`src/verilog/gesu_pkg.sv`:
```
// Package of constants and types for the GP-IB event status unit.
`default_nettype none

package gesu_pkg;

  // ------------------------------------------------------------
  // Event flag bit positions
  // ------------------------------------------------------------
  localparam int unsigned FLAG_W = 8;
  localparam int unsigned POWERUP_BIT = 7;
  localparam int unsigned USER_REQ_BIT = 6;
  localparam int unsigned SYNTAX_ERR_BIT = 5;
  localparam int unsigned EXEC_ERR_BIT = 4;
  localparam int unsigned DEV_FAULT_BIT = 3;
  localparam int unsigned RESP_ERR_BIT = 2;
  localparam int unsigned CTRL_REQ_BIT = 1;
  localparam int unsigned OP_DONE_BIT = 0;

  // ------------------------------------------------------------
  // Status byte bit positions and reset values
  // ------------------------------------------------------------
  localparam int unsigned MASTER_SUM_BIT = 6;
  localparam int unsigned EVENT_SUM_BIT = 5;
  localparam int unsigned RESP_PEND_BIT = 4;
  localparam logic [7:0] FLAGS_RESET = 8'h80;
  localparam logic [7:0] MASK_RESET = 8'h00;
  localparam logic [7:0] SRQ_MASK_RESET = 8'h00;
  localparam logic [7:0] FLAG_SET_ALLOWED = 8'hbd;

  // ------------------------------------------------------------
  // Response queue sizing
  // ------------------------------------------------------------
  localparam int unsigned QUEUE_BYTES = 128;
  localparam int unsigned QCNT_W = 8;

  // Remote/local state of the front panel.
  typedef enum logic [1:0] {
    GESU_LOCAL = 2'b00,
    GESU_REMOTE = 2'b01,
    GESU_LOCKOUT = 2'b10
  } gesu_panel_e;

endpackage : gesu_pkg

`default_nettype wire

```
`src/verilog/gesu_resp_queue.sv`:
```
// Byte counter model of the 128-byte response queue with query error detection.
`timescale 1ns/1ps
`default_nettype none

module gesu_resp_queue
  import gesu_pkg::*;
(
  // Clock and reset.
  input wire logic clk_in,
  input wire logic rst_n_in,
  // Queue traffic.
  input wire logic push_in,
  input wire logic pop_in,
  input wire logic flush_in,
  input wire logic new_msg_in,
  input wire logic idn_extra_query_in,
  // Status.
  output logic pending_out,
  output logic resp_err_out
);

  typedef struct packed {
    logic [QCNT_W-1:0] count;
    logic err;
  } gesu_q_s;

  gesu_q_s state_q;
  gesu_q_s state_d;

  // Next state: flush on clear, error on overflow, underflow or stale data.
  always_comb
  begin
    state_d = state_q;
    state_d.err = 1'b0;
    if (flush_in)
    begin
      state_d.count = '0;
    end
    else if ((pop_in && state_q.count == '0) ||
             (push_in && state_q.count == QCNT_W'(QUEUE_BYTES)) ||
             (new_msg_in && state_q.count != '0) || idn_extra_query_in)
    begin
      state_d.count = '0; // Query error empties the queue.
      state_d.err = 1'b1;
    end
    else if (push_in && !pop_in)
    begin
      state_d.count = state_q.count + QCNT_W'(1);
    end
    else if (pop_in && !push_in)
    begin
      state_d.count = state_q.count - QCNT_W'(1);
    end
  end

  // State register.
  always_ff @(posedge clk_in)
  begin
    if (!rst_n_in)
    begin
      state_q <= '0;
    end
    else
    begin
      state_q <= state_d;
    end
  end

  assign pending_out = (state_q.count != '0);
  assign resp_err_out = state_q.err;

endmodule : gesu_resp_queue

`default_nettype wire

```
`src/verilog/gesu_event_unit.sv`:
```
// Standard event flags, masks, status byte and GP-IB interface command reactions.
`timescale 1ns/1ps
`default_nettype none

module gesu_event_unit
  import gesu_pkg::*;
(
  // Clock and reset; reset marks power-on.
  input wire logic clk_in,
  input wire logic rst_n_in,
  input wire logic power_restore_in,
  // Parser event strobes.
  input wire logic syntax_error_in,
  input wire logic terminator_in,
  input wire logic range_error_in,
  input wire logic device_fault_in,
  input wire logic op_complete_req_in,
  input wire logic actions_idle_in,
  // Common commands and queries.
  input wire logic clear_status_in,
  input wire logic flags_query_in,
  input wire logic flags_mask_write_in,
  input wire logic srq_mask_write_in,
  input wire logic [7:0] write_data_in,
  // Response queue traffic.
  input wire logic resp_push_in,
  input wire logic resp_pop_in,
  input wire logic new_msg_in,
  input wire logic idn_extra_query_in,
  // Interface commands and panel.
  input wire logic go_local_in,
  input wire logic remote_in,
  input wire logic lockout_in,
  input wire logic dev_clear_in,
  input wire logic trigger_in,
  input wire logic hold_in,
  input wire logic serial_poll_in,
  // Register read values.
  output logic [7:0] event_flags_reg_out,
  output logic [7:0] event_flags_mask_out,
  output logic [7:0] service_request_mask_out,
  output logic [7:0] status_byte_out,
  // Control outputs.
  output logic service_request_out,
  output logic discard_input_out,
  output logic input_flush_out,
  output logic measure_start_out,
  output logic keys_enabled_out,
  output logic local_key_enabled_out
);

  typedef struct packed {
    logic [7:0] flags;
    logic [7:0] mask;
    logic [7:0] srq_mask;
    logic [7:0] stb;
    logic srq;
    logic rqs;
    logic discard;
    logic flush;
    logic measure;
    logic op_wait;
    gesu_panel_e panel;
    logic keys;
    logic local_key;
  } gesu_state_s;

  gesu_state_s state_q;
  gesu_state_s state_d;
  logic q_pending;
  logic q_resp_err;
  logic [7:0] set_vec;
  logic [7:0] masked;
  logic event_sum;
  logic [7:0] stb_next;
  logic mss_next;

  // ------------------------------------------------------------
  // Response queue
  // ------------------------------------------------------------

  // Queue is emptied by a device clear (dev_clear_in) or by a query error; clear status does not empty it.
  gesu_resp_queue u_queue (
    .clk_in(clk_in),
    .rst_n_in(rst_n_in),
    .push_in(resp_push_in),
    .pop_in(resp_pop_in),
    .flush_in(dev_clear_in),
    .new_msg_in(new_msg_in),
    .idn_extra_query_in(idn_extra_query_in),
    .pending_out(q_pending),
    .resp_err_out(q_resp_err)
  );

  // ------------------------------------------------------------
  // Event sources and summaries
  // ------------------------------------------------------------

  // Collect one-cycle set requests per flag bit.
  always_comb
  begin
    set_vec = 8'h00;
    set_vec[POWERUP_BIT] = power_restore_in;
    set_vec[SYNTAX_ERR_BIT] = syntax_error_in;
    set_vec[EXEC_ERR_BIT] = range_error_in || (trigger_in && !hold_in);
    set_vec[DEV_FAULT_BIT] = device_fault_in;
    set_vec[RESP_ERR_BIT] = q_resp_err;
    set_vec[OP_DONE_BIT] = (state_q.op_wait || op_complete_req_in) && actions_idle_in;
    set_vec = set_vec & FLAG_SET_ALLOWED; // Bits 6 and 1 stay zero.
  end

  // Summary from flags gated by the enable mask, per bit.
  genvar gi;
  generate
    for (gi = 0; gi < FLAG_W; gi++)
    begin : g_mask
      assign masked[gi] = state_q.flags[gi] & state_q.mask[gi];
    end
  endgenerate
  assign event_sum = |masked;

  // Status byte assembly and master summary.
  always_comb
  begin
    stb_next = 8'h00;
    stb_next[EVENT_SUM_BIT] = event_sum;
    stb_next[RESP_PEND_BIT] = q_pending;
    mss_next = |(stb_next & state_q.srq_mask);
    stb_next[MASTER_SUM_BIT] = mss_next;
  end

  // ------------------------------------------------------------
  // Next state
  // ------------------------------------------------------------

  // Flag, mask, service request and panel updates.
  always_comb
  begin
    state_d = state_q;
    // Sticky flags; a set in the clear cycle survives the clear.
    if (clear_status_in || flags_query_in)
    begin
      state_d.flags = set_vec;
    end
    else
    begin
      state_d.flags = state_q.flags | set_vec;
    end
    // Masks are written only by their common commands.
    if (flags_mask_write_in)
    begin
      state_d.mask = write_data_in;
    end
    if (srq_mask_write_in)
    begin
      state_d.srq_mask = write_data_in;
    end
    // Request raised on a rising enabled summary, cleared by serial poll.
    if (mss_next && !state_q.stb[MASTER_SUM_BIT])
    begin
      state_d.rqs = 1'b1;
    end
    else if (serial_poll_in)
    begin
      state_d.rqs = 1'b0;
    end
    state_d.srq = state_d.rqs;
    state_d.stb = stb_next;
    // Discard parser input from a syntax error up to the terminator.
    if (syntax_error_in)
    begin
      state_d.discard = 1'b1;
    end
    else if (terminator_in || dev_clear_in)
    begin
      state_d.discard = 1'b0;
    end
    state_d.flush = dev_clear_in;
    state_d.measure = trigger_in && hold_in; // One pulse per trigger while hold is set.
    // Wait for outstanding actions after an operation complete request.
    if (set_vec[OP_DONE_BIT])
    begin
      state_d.op_wait = 1'b0;
    end
    else if (op_complete_req_in)
    begin
      state_d.op_wait = 1'b1;
    end
    // Remote, local and lockout panel state.
    if (lockout_in)
    begin
      state_d.panel = GESU_LOCKOUT;
    end
    else if (go_local_in)
    begin
      state_d.panel = GESU_LOCAL;
    end
    else if (remote_in && state_q.panel == GESU_LOCAL)
    begin
      state_d.panel = GESU_REMOTE;
    end
    unique case (state_d.panel)
      GESU_LOCAL:
      begin
        state_d.keys = 1'b1;
        state_d.local_key = 1'b1;
      end
      GESU_REMOTE:
      begin
        state_d.keys = 1'b0;
        state_d.local_key = 1'b1;
      end
      GESU_LOCKOUT:
      begin
        state_d.keys = 1'b0;
        state_d.local_key = 1'b0;
      end
      default:
      begin
        state_d.keys = 1'b1;
        state_d.local_key = 1'b1;
      end
    endcase
  end

  // State register; reset is power-on and sets the power-up flag.
  always_ff @(posedge clk_in)
  begin
    if (!rst_n_in)
    begin
      state_q <= '0;
      state_q.flags <= FLAGS_RESET;
      state_q.mask <= MASK_RESET;
      state_q.srq_mask <= SRQ_MASK_RESET;
      state_q.panel <= GESU_LOCAL;
      state_q.keys <= 1'b1;
      state_q.local_key <= 1'b1;
    end
    else
    begin
      state_q <= state_d;
    end
  end

  // ------------------------------------------------------------
  // Outputs
  // ------------------------------------------------------------
  assign event_flags_reg_out = state_q.flags;
  assign event_flags_mask_out = state_q.mask;
  assign service_request_mask_out = state_q.srq_mask;
  assign status_byte_out = state_q.stb;
  assign service_request_out = state_q.srq;
  assign discard_input_out = state_q.discard;
  assign input_flush_out = state_q.flush;
  assign measure_start_out = state_q.measure;
  assign keys_enabled_out = state_q.keys;
  assign local_key_enabled_out = state_q.local_key;

endmodule : gesu_event_unit

`default_nettype wire

```
`config.mk`:
```
export PLATFORM = sky130hd
export DESIGN_NAME = gesu_event_unit
export DESIGN_NICKNAME = d
export VERILOG_FILES = /design/src/verilog/gesu_pkg.sv /design/src/verilog/gesu_resp_queue.sv /design/src/verilog/gesu_event_unit.sv
export SDC_FILE = /design/constraint.sdc
export NUM_CORES = 1
export LEC_CHECK = 0
export ABC_AREA = 0
export BUFFER_PORTS_ARGS = -buffer_cell sky130_fd_sc_hd__buf_2
export CORE_UTILIZATION = 28
export DETAILED_ROUTE_END_ITERATION = 10
export RECOVER_POWER = 100
export SLEW_MARGIN = 20
export SYNTH_ARGS = -nofsm -noshare
export SYNTH_HDL_FRONTEND = slang
export SYNTH_SLANG_ARGS = --single-unit
export TNS_END_PERCENT = 10
```
`constraint.sdc`:
```
create_clock -name clk_in -period 6.1 [get_ports clk_in]
set_input_delay 0.915 -clock clk_in [delete_from_list [all_inputs] [get_ports clk_in]]
set_output_delay 0.915 -clock clk_in [all_outputs]
set_load 0.1 [all_outputs]
```
==> summary.md, run 1 <==
| Metric | Value |
|---|---|
| Post-Syn Area per Cell | `about 9.4 µm²` |
| First-pass GRT wire length | `roughly 6500 µm` |
| Max Cap Violations | `0` |
| Pin count of the biggest net entering global routing | `30` |
| Clock sinks | `between 40 and 50` |
| Antenna Cells | `0` |
| Count of cells resized by post-cts repair | `0` |
| Clock slew seen by the registers of the worst setup and hold paths | `0.08 ns` |
| Core outline area | `6940 µm²` |
| Netlist area before placement | `approximately 2100 µm²` |
| Pre-CTS setup slack | `roughly 3.1 ns` |
| Final HPWL from detailed placement | `~3200 µm` |
| Req. time, crit path | `roughly 6.3 ns` |
| Layout Cell Area excl Fill | `2300 µm²` |
| Pins Over Slew Limit | `0` |
| Setup repair after global routing missed its margin | `no` |
| Worst hold path type | `flop to flop` |
| Leak Pwr | `around 1 nW` |
| Area Overhead vs Synth | `11.7%` |
| Hold Path Cell Cnt | `2` |
| Width of the die | `87.8 µm` |
| Gate Count Post-Synth | `between 200 and 250` |
| Remaining Overflow, GRT | `0` |
| Utilization of the core after routing | `about 33%` |
| Fin Hold WS | `roughly 0.46 ns` |
| Synth top area share | `41.8%` |
| Fraction of final layout cells sized beyond drive strength 1 | `~15%` |
| Most instantiated library cell after synthesis | `dfxtp_1` |
| IR Drop Worst-Case VDD | `between 100 and 150 µV` |
| Final Non-Filler Cells | `approximately 350` |
| Number of remaining DRC errors | `0` |
| Register area share after synthesis | `41.8%` |
| Final ANT Viol Nets | `0` |
| Final worst clock skew | `between 0.006 and 0.007 ns` |
| Highest attainable clock frequency | `between 300 and 400 MHz` |
| Library cell with the largest summed area after synthesis | `dfxtp_1` |
| Wire length after detailed routing | `4170 µm` |
| Largest cells by area after synthesis | `dfxtp_1, buf_4, mux2i_1` |
| Number of H-tree branching levels | `2` |
| Source of the worst hold timing path | `state_q[8]$_SDFFE_PN0P_` |
| Result of the run | `finished clean` |
| Library cells used by synthesis | `40` |
| Total power after layout | `about 0.70 mW` |
| Syn. warnings | `0` |
| Mean routed wirelength per cell | `approximately 12 µm` |
| Worst setup path category | `input port to flop` |
| Most instantiated cells after synthesis | `dfxtp_1, nor2_1, buf_4` |
| Pin slew with the least headroom to its limit | `1.19 ns` |
| Startpoint of the most critical register-to-register path | `u_queue.state_q[1]$_SDFFE_PP0P_` |
| Total Negative Setup Slacks | `0 ns` |
| Critical path endpoint category | `flop` |
| Total placed instance area | `2240 µm²` |
| I/O pin total | `70` |
| Starting density of the core | `29.7%` |
| Post-synth ARST share | `0%` |
| Number of placed instances with taps included | `between 300 and 400` |
| Critical path arrival | `around 2.9 ns` |
| Part of the cycle the worst path needs | `43.9%` |
| Router iterations before antenna repair | `4` |
| Worst R2R Path Depth | `6` |
| Critical path launch point type | `input port` |
| Via count | `1,520` |
| Via count of the first global-routing pass | `approximately 1,400` |
| Clock root buffer | `clkbuf_8` |
| # port buffers | `62` |
| Setup Viol. Count Final | `0` |
| Placer's final routability congestion estimate | `slightly above 0.8` |
| Clock tree from TritonCTS | `built` |
| Via density per instance | `4.33` |
| Initial antenna violation count | `0` |
| Post-layout worst setup margin | `3.42 ns` |
| Register bit total from synthesis | `43` |
| Crit path from | `resp_pop_in` |
| Pwr per Cell Area | `305 nW/µm²` |
| Die area | `around 7700 µm²` |
| Hold Buf Count CTS | `0` |
| Count of flip-flops with a built-in enable after synthesis | `0` |
| Number of nets at the end of the flow | `between 200 and 300` |
| Vert. Die Dim | `slightly below 90 µm` |
| Worst relative slew slack | `about a fifth` |
| Worst-case clock buffer depth | `2` |
| Later-pin clock latency in the skew report | `~0.28 ns` |
| Most used flip-flop cell after synthesis | `dfxtp_1` |
| Final hold violations | `0` |
| Minimum period implied by the final worst setup slack | `about 2.7 ns` |
| Number of rows created at floorplan | `30` |
| Post-CTS repair timing setup buffer count | `0` |
| Max FO, Critical Path | `7` |
| Global-route usage over all layers | `between 10% and 20%` |
| Number of DRC violations after detailed-routing iteration 0 | `46` |
| TritonCTS Buffers | `5` |
## worst paths after layout
check,to,slack [ns]
worst min register to register,state_q[8]$_SDFFE_PN0P_,0.46
worst min-delay path,state_q[8]$_SDFFE_PN0P_,0.46
worst max register to register,u_queue.state_q[7]$_SDFFE_PP0P_,4.18
worst max-delay path,u_queue.state_q[7]$_SDFFE_PP0P_,3.42
## cell type report
cell class	count	area, µm²
tap	96	120
inverter	9	33.8
multi-input combinational	134	915
clock inverter	1	30.0
clock buffer	6	72.6
sequential	43	861
timing repair buffer	62	270
fill	749	4640
## critical path: stages
cell and delay (ns):
buf_2 0.10, inv_1 0.06, ha_1 0.18, inv_1 0.15, ha_1 0.39, a21o_1 0.13, a21o_1 0.13, a21oi_1 0.08
or4b_2 0.60, a31oi_1 0.14
## registers in the layout, indices dropped and copies added, names as in the netlist
signal and flops:
service_request_mask_out 8, input_flush_out 1, status_byte_out 3, event_flags_mask_out 8
event_flags_reg_out 6, u_queue.resp_err_out 1, local_key_enabled_out 1, keys_enabled_out 1
discard_input_out 1, measure_start_out 1, u_queue.state_q 8, state_q 4
## kinds of logic after synthesis
family	share of synthesized area, %
muxes	9.71
and+or+nand+nor	14.5
adders and majority gates	5.83
xor gates and xnor gates	2.12
buffers and inverters	14.9
AOI/OAI and AO/OA	10.9
other	0.182
DFF	41.8
## metal layers
metal	wire, µm	track usage [%]	up-vias
li1	-	-	783
met1	2030	13.9	694
met2	1900	18.0	41
met3	195	2.64	2
met4	41	4.92	0
met5	0	0	-
## where the power goes
part / switching, mW / internal, mW / total [mW]
combinational: 0.150 / 0.0374 / 0.188
sequential: 0.00936 / 0.296 / 0.305
clock: 0.0896 / 0.120 / 0.210
total: 0.249 / 0.453 / 0.703
## placed cells by master (no fill, tap or decap), drive strengths merged, types with 2 or more instances in the layout
| master | instances |
|---|---|
| and2 | 2 |
| o21bai | 2 |
| a221oi | 2 |
| nor3 | 5 |
| o2111ai | 2 |
| mux2i | 20 |
| nor2 | 35 |
| inv | 9 |
| a31oi | 3 |
| nand2 | 5 |
| nand2b | 2 |
| dfxtp | 43 |
| a211o | 3 |
| clkbuf | 38 |
| a21oi | 10 |
| buf | 30 |
| a22oi | 3 |
| ha | 8 |
| conb | 7 |
| a21o | 2 |
| xor2 | 4 |
| nand3 | 3 |
No activity file was read; power rests on OpenSTA's default activity.
==> run 2: changes to the inputs <==
- clock period: 6.1 -> 2.56 ns (I/O delays scaled with it)
==> run 2 against run 1 <==
Utilization shrank 0.20 points. Design area fell by 0.60%. Die area did not move. Routed wire length decreased by 0.31%. Setup slack worse by 3.0 ns. Global-route usage is 0.10 points higher. Via count increased by 0.33%. Largest cell class unchanged. Critical endpoint unchanged. First-iteration DRC count up 26%. Largest power group unchanged. Clock skew fell by 0.00076 ns. Flip-flop and latch count stayed put. Sequential power rose by 140%.
==> summary.md, run 2 (synthesis results as in run 1) <==
| Metric | Value |
|---|---|
| Starting density of the core | `29.7%` |
| Via count of the first global-routing pass | `~1,400` |
| Width of the die | `87.8 µm` |
| Req. time, crit path | `between 2 and 3 ns` |
| Pwr per Cell Area | `694 nW/µm²` |
| Area Overhead vs Synth | `11.1%` |
| Number of nets at the end of the flow | `a little under 300` |
| Via density per instance | `4.32` |
| IR Drop Worst-Case VDD | `around 220 µV` |
| Leading cell type in the layout, fill and taps excluded | `dfxtp_1` |
| Remaining Overflow, GRT | `0` |
| Count of cells resized by post-cts repair | `0` |
| Final hold violations | `0` |
| Global-route usage over all layers | `11.2%` |
| Core outline area | `between 6000 and 7000 µm²` |
| Clock sinks | `43` |
| Final ANT Viol Nets | `0` |
| Placer's final routability congestion estimate | `0.841` |
| # port buffers | `between 60 and 70` |
| Number of placed instances with taps included | `between 300 and 400` |
| Antenna Cells | `0` |
| Total Negative Setup Slacks | `0 ns` |
| Mean routed wirelength per cell | `roughly 12 µm` |
| Layout Cell Area excl Fill | `2290 µm²` |
| TritonCTS Buffers | `5` |
| Number of H-tree branching levels | `2` |
| Post-CTS repair timing setup buffer count | `0` |
| Critical path arrival | `2.35 ns` |
| Worst relative slew slack | `20.6%` |
| Part of the cycle the worst path needs | `a little over four fifths` |
| Critical path endpoint category | `flop` |
| Initial antenna violation count | `0` |
| Final HPWL from detailed placement | `about 3300 µm` |
| Utilization of the core after routing | `33.0%` |
| Later-pin clock latency in the skew report | `approximately 0.29 ns` |
| Worst-case clock buffer depth | `2` |
| Final worst clock skew | `between 0.005 and 0.006 ns` |
| Highest attainable clock frequency | `469 MHz` |
| Router iterations before antenna repair | `4` |
| I/O pin total | `70` |
| Number of rows created at floorplan | `30` |
| Final Non-Filler Cells | `about 350` |
| Max FO, Critical Path | `7` |
| Clock tree from TritonCTS | `built` |
| Die area | `roughly 7700 µm²` |
| Vert. Die Dim | `about 88 µm` |
| First-pass GRT wire length | `6560 µm` |
| Setup repair after global routing missed its margin | `no` |
| Hold Buf Count CTS | `0` |
| Leak Pwr | `1.01 nW` |
| Worst setup path category | `input port to flop` |
| Most frequent cells in the layout | `dfxtp_1, nor2_1, clkbuf_1, buf_2, mux2i_1` |
| Result of the run | `finished clean` |
| Critical path launch point type | `input port` |
| Worst hold path type | `input port to flop` |
| Number of remaining DRC errors | `0` |
| Minimum period implied by the final worst setup slack | `between 2 and 2.5 ns` |
| Pin slew with the least headroom to its limit | `around 1.2 ns` |
| Number of DRC violations after detailed-routing iteration 0 | `58` |
| Via count | `between 1,500 and 2,000` |
| Setup Viol. Count Final | `0` |
| Fraction of final layout cells sized beyond drive strength 1 | `roughly 15%` |
| Clock slew seen by the registers of the worst setup and hold paths | `~0.080 ns` |
| Wire length after detailed routing | `~4200 µm` |
| Clock root buffer | `clkbuf_8` |
| Pins Over Slew Limit | `0` |
| Pin count of the biggest net entering global routing | `26` |
| Total placed instance area | `~2200 µm²` |
| Total power after layout | `roughly 1.6 mW` |
| Max Cap Violations | `0` |
[run 2: cell types whose count changed in the layout (fill, tap and decap cells not counted)]
cell,previous run,this run
clkinv_2,0,1
clkinvlp_4,0,1
bufinv_16,1,0
clkbuf_1,33,34
[run 2: layer usage]
metal  part of all wire (%)  global-route usage, %  vias up
met5                      0                      0        -
met4                    1.7                   5.37        0
met3                    5.1                   2.54        8
met2                     47                   18.0       41
met1                     47                   14.1      686
li1                       -                      -      790
[run 2: worst paths after layout]
path	cells past startpoint	end	start	slack, ns
max	10	u_queue.state_q[7]$_SDFFE_PP0P_	resp_pop_in	0.43
min	2	state_q[8]$_SDFFE_PN0P_	serial_poll_in	0.26
max reg2reg	6	u_queue.state_q[7]$_SDFFE_PP0P_	u_queue.state_q[1]$_SDFFE_PP0P_	0.65
min reg2reg	2	event_flags_reg_out[2]$_SDFF_PN0_	u_queue.resp_err_out$_SDFF_PP0_	0.46
[run 2: cell type report]
cell class	count	area, µm²
Clock buffer	6	72.6
Clock inverter	2	12.5
Fill cell	734	4660
Inverter	9	33.8
Multi-Input combinational cell	134	915
Sequential cell	43	861
Tap cell	96	120
Timing Repair Buffer	63	274
[run 2: where the power goes]
group / switching (mW) / internal [mW] / total [mW]
combinational: 0.358 / 0.0892 / 0.447
clock: 0.224 / 0.191 / 0.415
sequential: 0.0220 / 0.705 / 0.727
total: 0.604 / 0.984 / 1.59
[run 2: stage by stage]
stage | worst slack, ns | hold WS [ns]
after floorplan | 0.386 | 0.413
after global placement | 0.195 | 0.440
after detailed placement | 0.131 | 0.439
after CTS | 0.438 | 0.251
after global routing | 0.286 | 0.255
final | 0.428 | 0.262
[run 2: worst max-delay path, cell delays in order]
cell and delay (ns):
buf_2 0.09, inv_1 0.06, ha_1 0.18, inv_1 0.15, ha_1 0.39, a21o_1 0.13
a21o_1 0.14, a21oi_1 0.08, or4b_2 0.60, a31oi_1 0.13
==> run 3: changes to the inputs <==
- clock period: 2.56 -> 1.9 ns (I/O delays scaled with it)
==> run 3 against run 2 <==
Via count grew 5.5%. Sequential power grew 35%. Flip-flop and latch count is the same. Critical path depth shrank 5. Clock skew shrank 0.0021 ns. Hold slack lost 0.10 ns. Design area grew 8.9%. Setup slack lost 0.30 ns. Routed wire length grew 5.5%. Final cell count grew 4.0%. Non-clock buffer count grew 14. Global-route usage grew 0.85 points. Largest cell class unchanged. Highest routed layer unchanged.
==> summary.md, run 3 (synthesis results as in run 1) <==
| Metric | Value |
|---|---|
| Result of the run | `finished clean` |
| Worst setup path category | `flop to flop` |
| TritonCTS Buffers | `5` |
| Number of nets at the end of the flow | `slightly above 300` |
| Critical path endpoint category | `flop` |
| Router iterations before antenna repair | `4` |
| Pin slew with the least headroom to its limit | `between 0.8 and 0.9 ns` |
| Setup Viol. Count Final | `0` |
| Leading cell type in the layout, fill and taps excluded | `dfxtp_1` |
| Placer's final routability congestion estimate | `approximately 0.8` |
| Fraction of final layout cells sized beyond drive strength 1 | `about a third` |
| Layout Cell Area excl Fill | `~2500 µm²` |
| Pin count of the biggest net entering global routing | `20` |
| Final hold violations | `0` |
| Final worst clock skew | `roughly 0.0035 ns` |
| Mean routed wirelength per cell | `~12 µm` |
| Max Cap Violations | `0` |
| I/O pin total | `70` |
| IR Drop Worst-Case VDD | `around 260 µV` |
| Leak Pwr | `between 1 and 1.5 nW` |
| Pins Over Slew Limit | `0` |
| Most frequent cells in the layout | `dfxtp_1, nor2_1, clkbuf_2, buf_2, mux2i_1` |
| Register-to-register setup slack | `approximately 0.13 ns` |
| Remaining Overflow, GRT | `0` |
| Number of rows created at floorplan | `30` |
| Antenna Cells | `0` |
| Area taken by flip-flops and latches | `about 860 µm²` |
| Later-pin clock latency in the skew report | `between 0.2 and 0.3 ns` |
| Critical path arrival | `a little under 2 ns` |
| Hold Path Cell Cnt | `2` |
| Via count | `1,609` |
| Total placed instance area | `approximately 2400 µm²` |
| Width of the die | `~88 µm` |
| Wire length after detailed routing | `4390 µm` |
| Starting density of the core | `29.7%` |
| Clock tree from TritonCTS | `built` |
| First-pass GRT wire length | `approximately 7100 µm` |
| Minimum period implied by the final worst setup slack | `between 1.5 and 2 ns` |
| Worst hold path type | `input port to flop` |
| Initial antenna violation count | `0` |
| Startpoint of the most critical register-to-register path | `u_queue.state_q[5]$_SDFFE_PP0P_` |
| Clock slew seen by the registers of the worst setup and hold paths | `around 0.08 ns` |
| Total area of multi-input combinational cells | `a little under 1000 µm²` |
| Req. time, crit path | `between 2 and 2.5 ns` |
| Part of the cycle the worst path needs | `93.2%` |
| Global-route usage over all layers | `12.0%` |
| Source of the worst hold timing path | `serial_poll_in` |
| Worst R2R Path Depth | `5` |
| Final HPWL from detailed placement | `approximately 3500 µm` |
| Setup repair after global routing missed its margin | `no` |
| Via count of the first global-routing pass | `~1,500` |
| Die area | `~7700 µm²` |
| Clock root buffer | `clkbuf_8` |
| Total Negative Setup Slacks | `0 ns` |
| Core outline area | `6940 µm²` |
| Reg-to-reg critical path endpoint | `u_queue.state_q[7]$_SDFFE_PP0P_` |
| Number of DRC violations after detailed-routing iteration 0 | `between 40 and 50` |
| Pwr per Cell Area | `approximately 890 nW/µm²` |
| Fill cells | `around 710` |
| Final ANT Viol Nets | `0` |
| Area Overhead vs Synth | `20.9%` |
| Max FO, Critical Path | `5` |
| Endpoint, Worst Hold | `state_q[8]$_SDFFE_PN0P_` |
| Worst relative slew slack | `between 40% and 50%` |
| Via density per instance | `approximately 4.4` |
| Vert. Die Dim | `around 88 µm` |
| Number of H-tree branching levels | `2` |
| Clock sinks | `43` |
| Utilization of the core after routing | `35.9%` |
| Highest attainable clock frequency | `~560 MHz` |
| Critical path launch point type | `flop` |
| Worst-case clock buffer depth | `2` |
| Number of remaining DRC errors | `0` |
| Total power after layout | `2.21 mW` |
| Hold Buf Count CTS | `0` |
| # port buffers | `62` |
-- run 3: worst max-delay path, stage by stage, from the launching register on --
cell and delay [ns]:
dfxtp_1 0.35, nor4_4 0.33, nand4_1 0.18, a2111o_1 0.52
clkbuf_2 0.19, a31oi_1 0.14
-- run 3: where the power goes --
| group | leakage, nW | total (mW) | switching [mW] | internal [mW] |
|---|---|---|---|---|
| logic | 0.782 | 0.652 | 0.494 | 0.158 |
| registers | 0.354 | 0.979 | 0.0300 | 0.949 |
| clock network | 0.0412 | 0.576 | 0.318 | 0.257 |
-- run 3: per-layer routing --
layer / vias up / global-route usage (%) / share of wire (%)
met5: - / 0 / 0
met4: 0 / 4.92 / 1.4
met3: 5 / 3.02 / 5.9
met2: 44 / 19.7 / 47
met1: 747 / 15.1 / 45
li1: 813 / - / -
-- run 3: worst max-delay path by stage --
stage	startpoint	to	slack, ns	depth (start not counted)
after floorplan	resp_pop_in	u_queue.state_q[8]$_SDFFE_PP0P_	0.07	9
after global placement	resp_pop_in	u_queue.state_q[8]$_SDFFE_PP0P_	-0.07	10
after detailed placement	resp_pop_in	u_queue.state_q[8]$_SDFFE_PP0P_	-0.11	10
after CTS	u_queue.state_q[5]$_SDFFE_PP0P_	u_queue.state_q[8]$_SDFFE_PP0P_	0.07	7
after global routing	u_queue.state_q[5]$_SDFFE_PP0P_	u_queue.state_q[7]$_SDFFE_PP0P_	0.02	5
final	u_queue.state_q[5]$_SDFFE_PP0P_	u_queue.state_q[7]$_SDFFE_PP0P_	0.13	5
-- run 3: timing repair --
item / CTS / global route
endpoints found under the setup margin: 0 / 1
buffers inserted: 0 / 1
resized for setup: 0 / 5
-- run 3: cell type report --
type | count | share of cell area (%)
Inverter | 9 | 1.66
Sequential cell | 43 | 34.6
Timing Repair Buffer | 77 | 16.4
Clock buffer | 6 | 2.91
Clock inverter | 2 | 0.502
Multi-Input combinational cell | 134 | 39.1
Tap cell | 96 | 4.82
-- run 3: per-stage QoR --
stage	setup slack (ns)	hold slack, ns	instances
2_1_floorplan	0.0746	0.354	225
3_3_place_gp	-0.0747	0.440	358
3_5_place_dp	-0.107	0.433	358
4_1_cts	0.0746	0.146	366
5_1_grt	0.0220	0.145	367
6_report	0.129	0.161	367
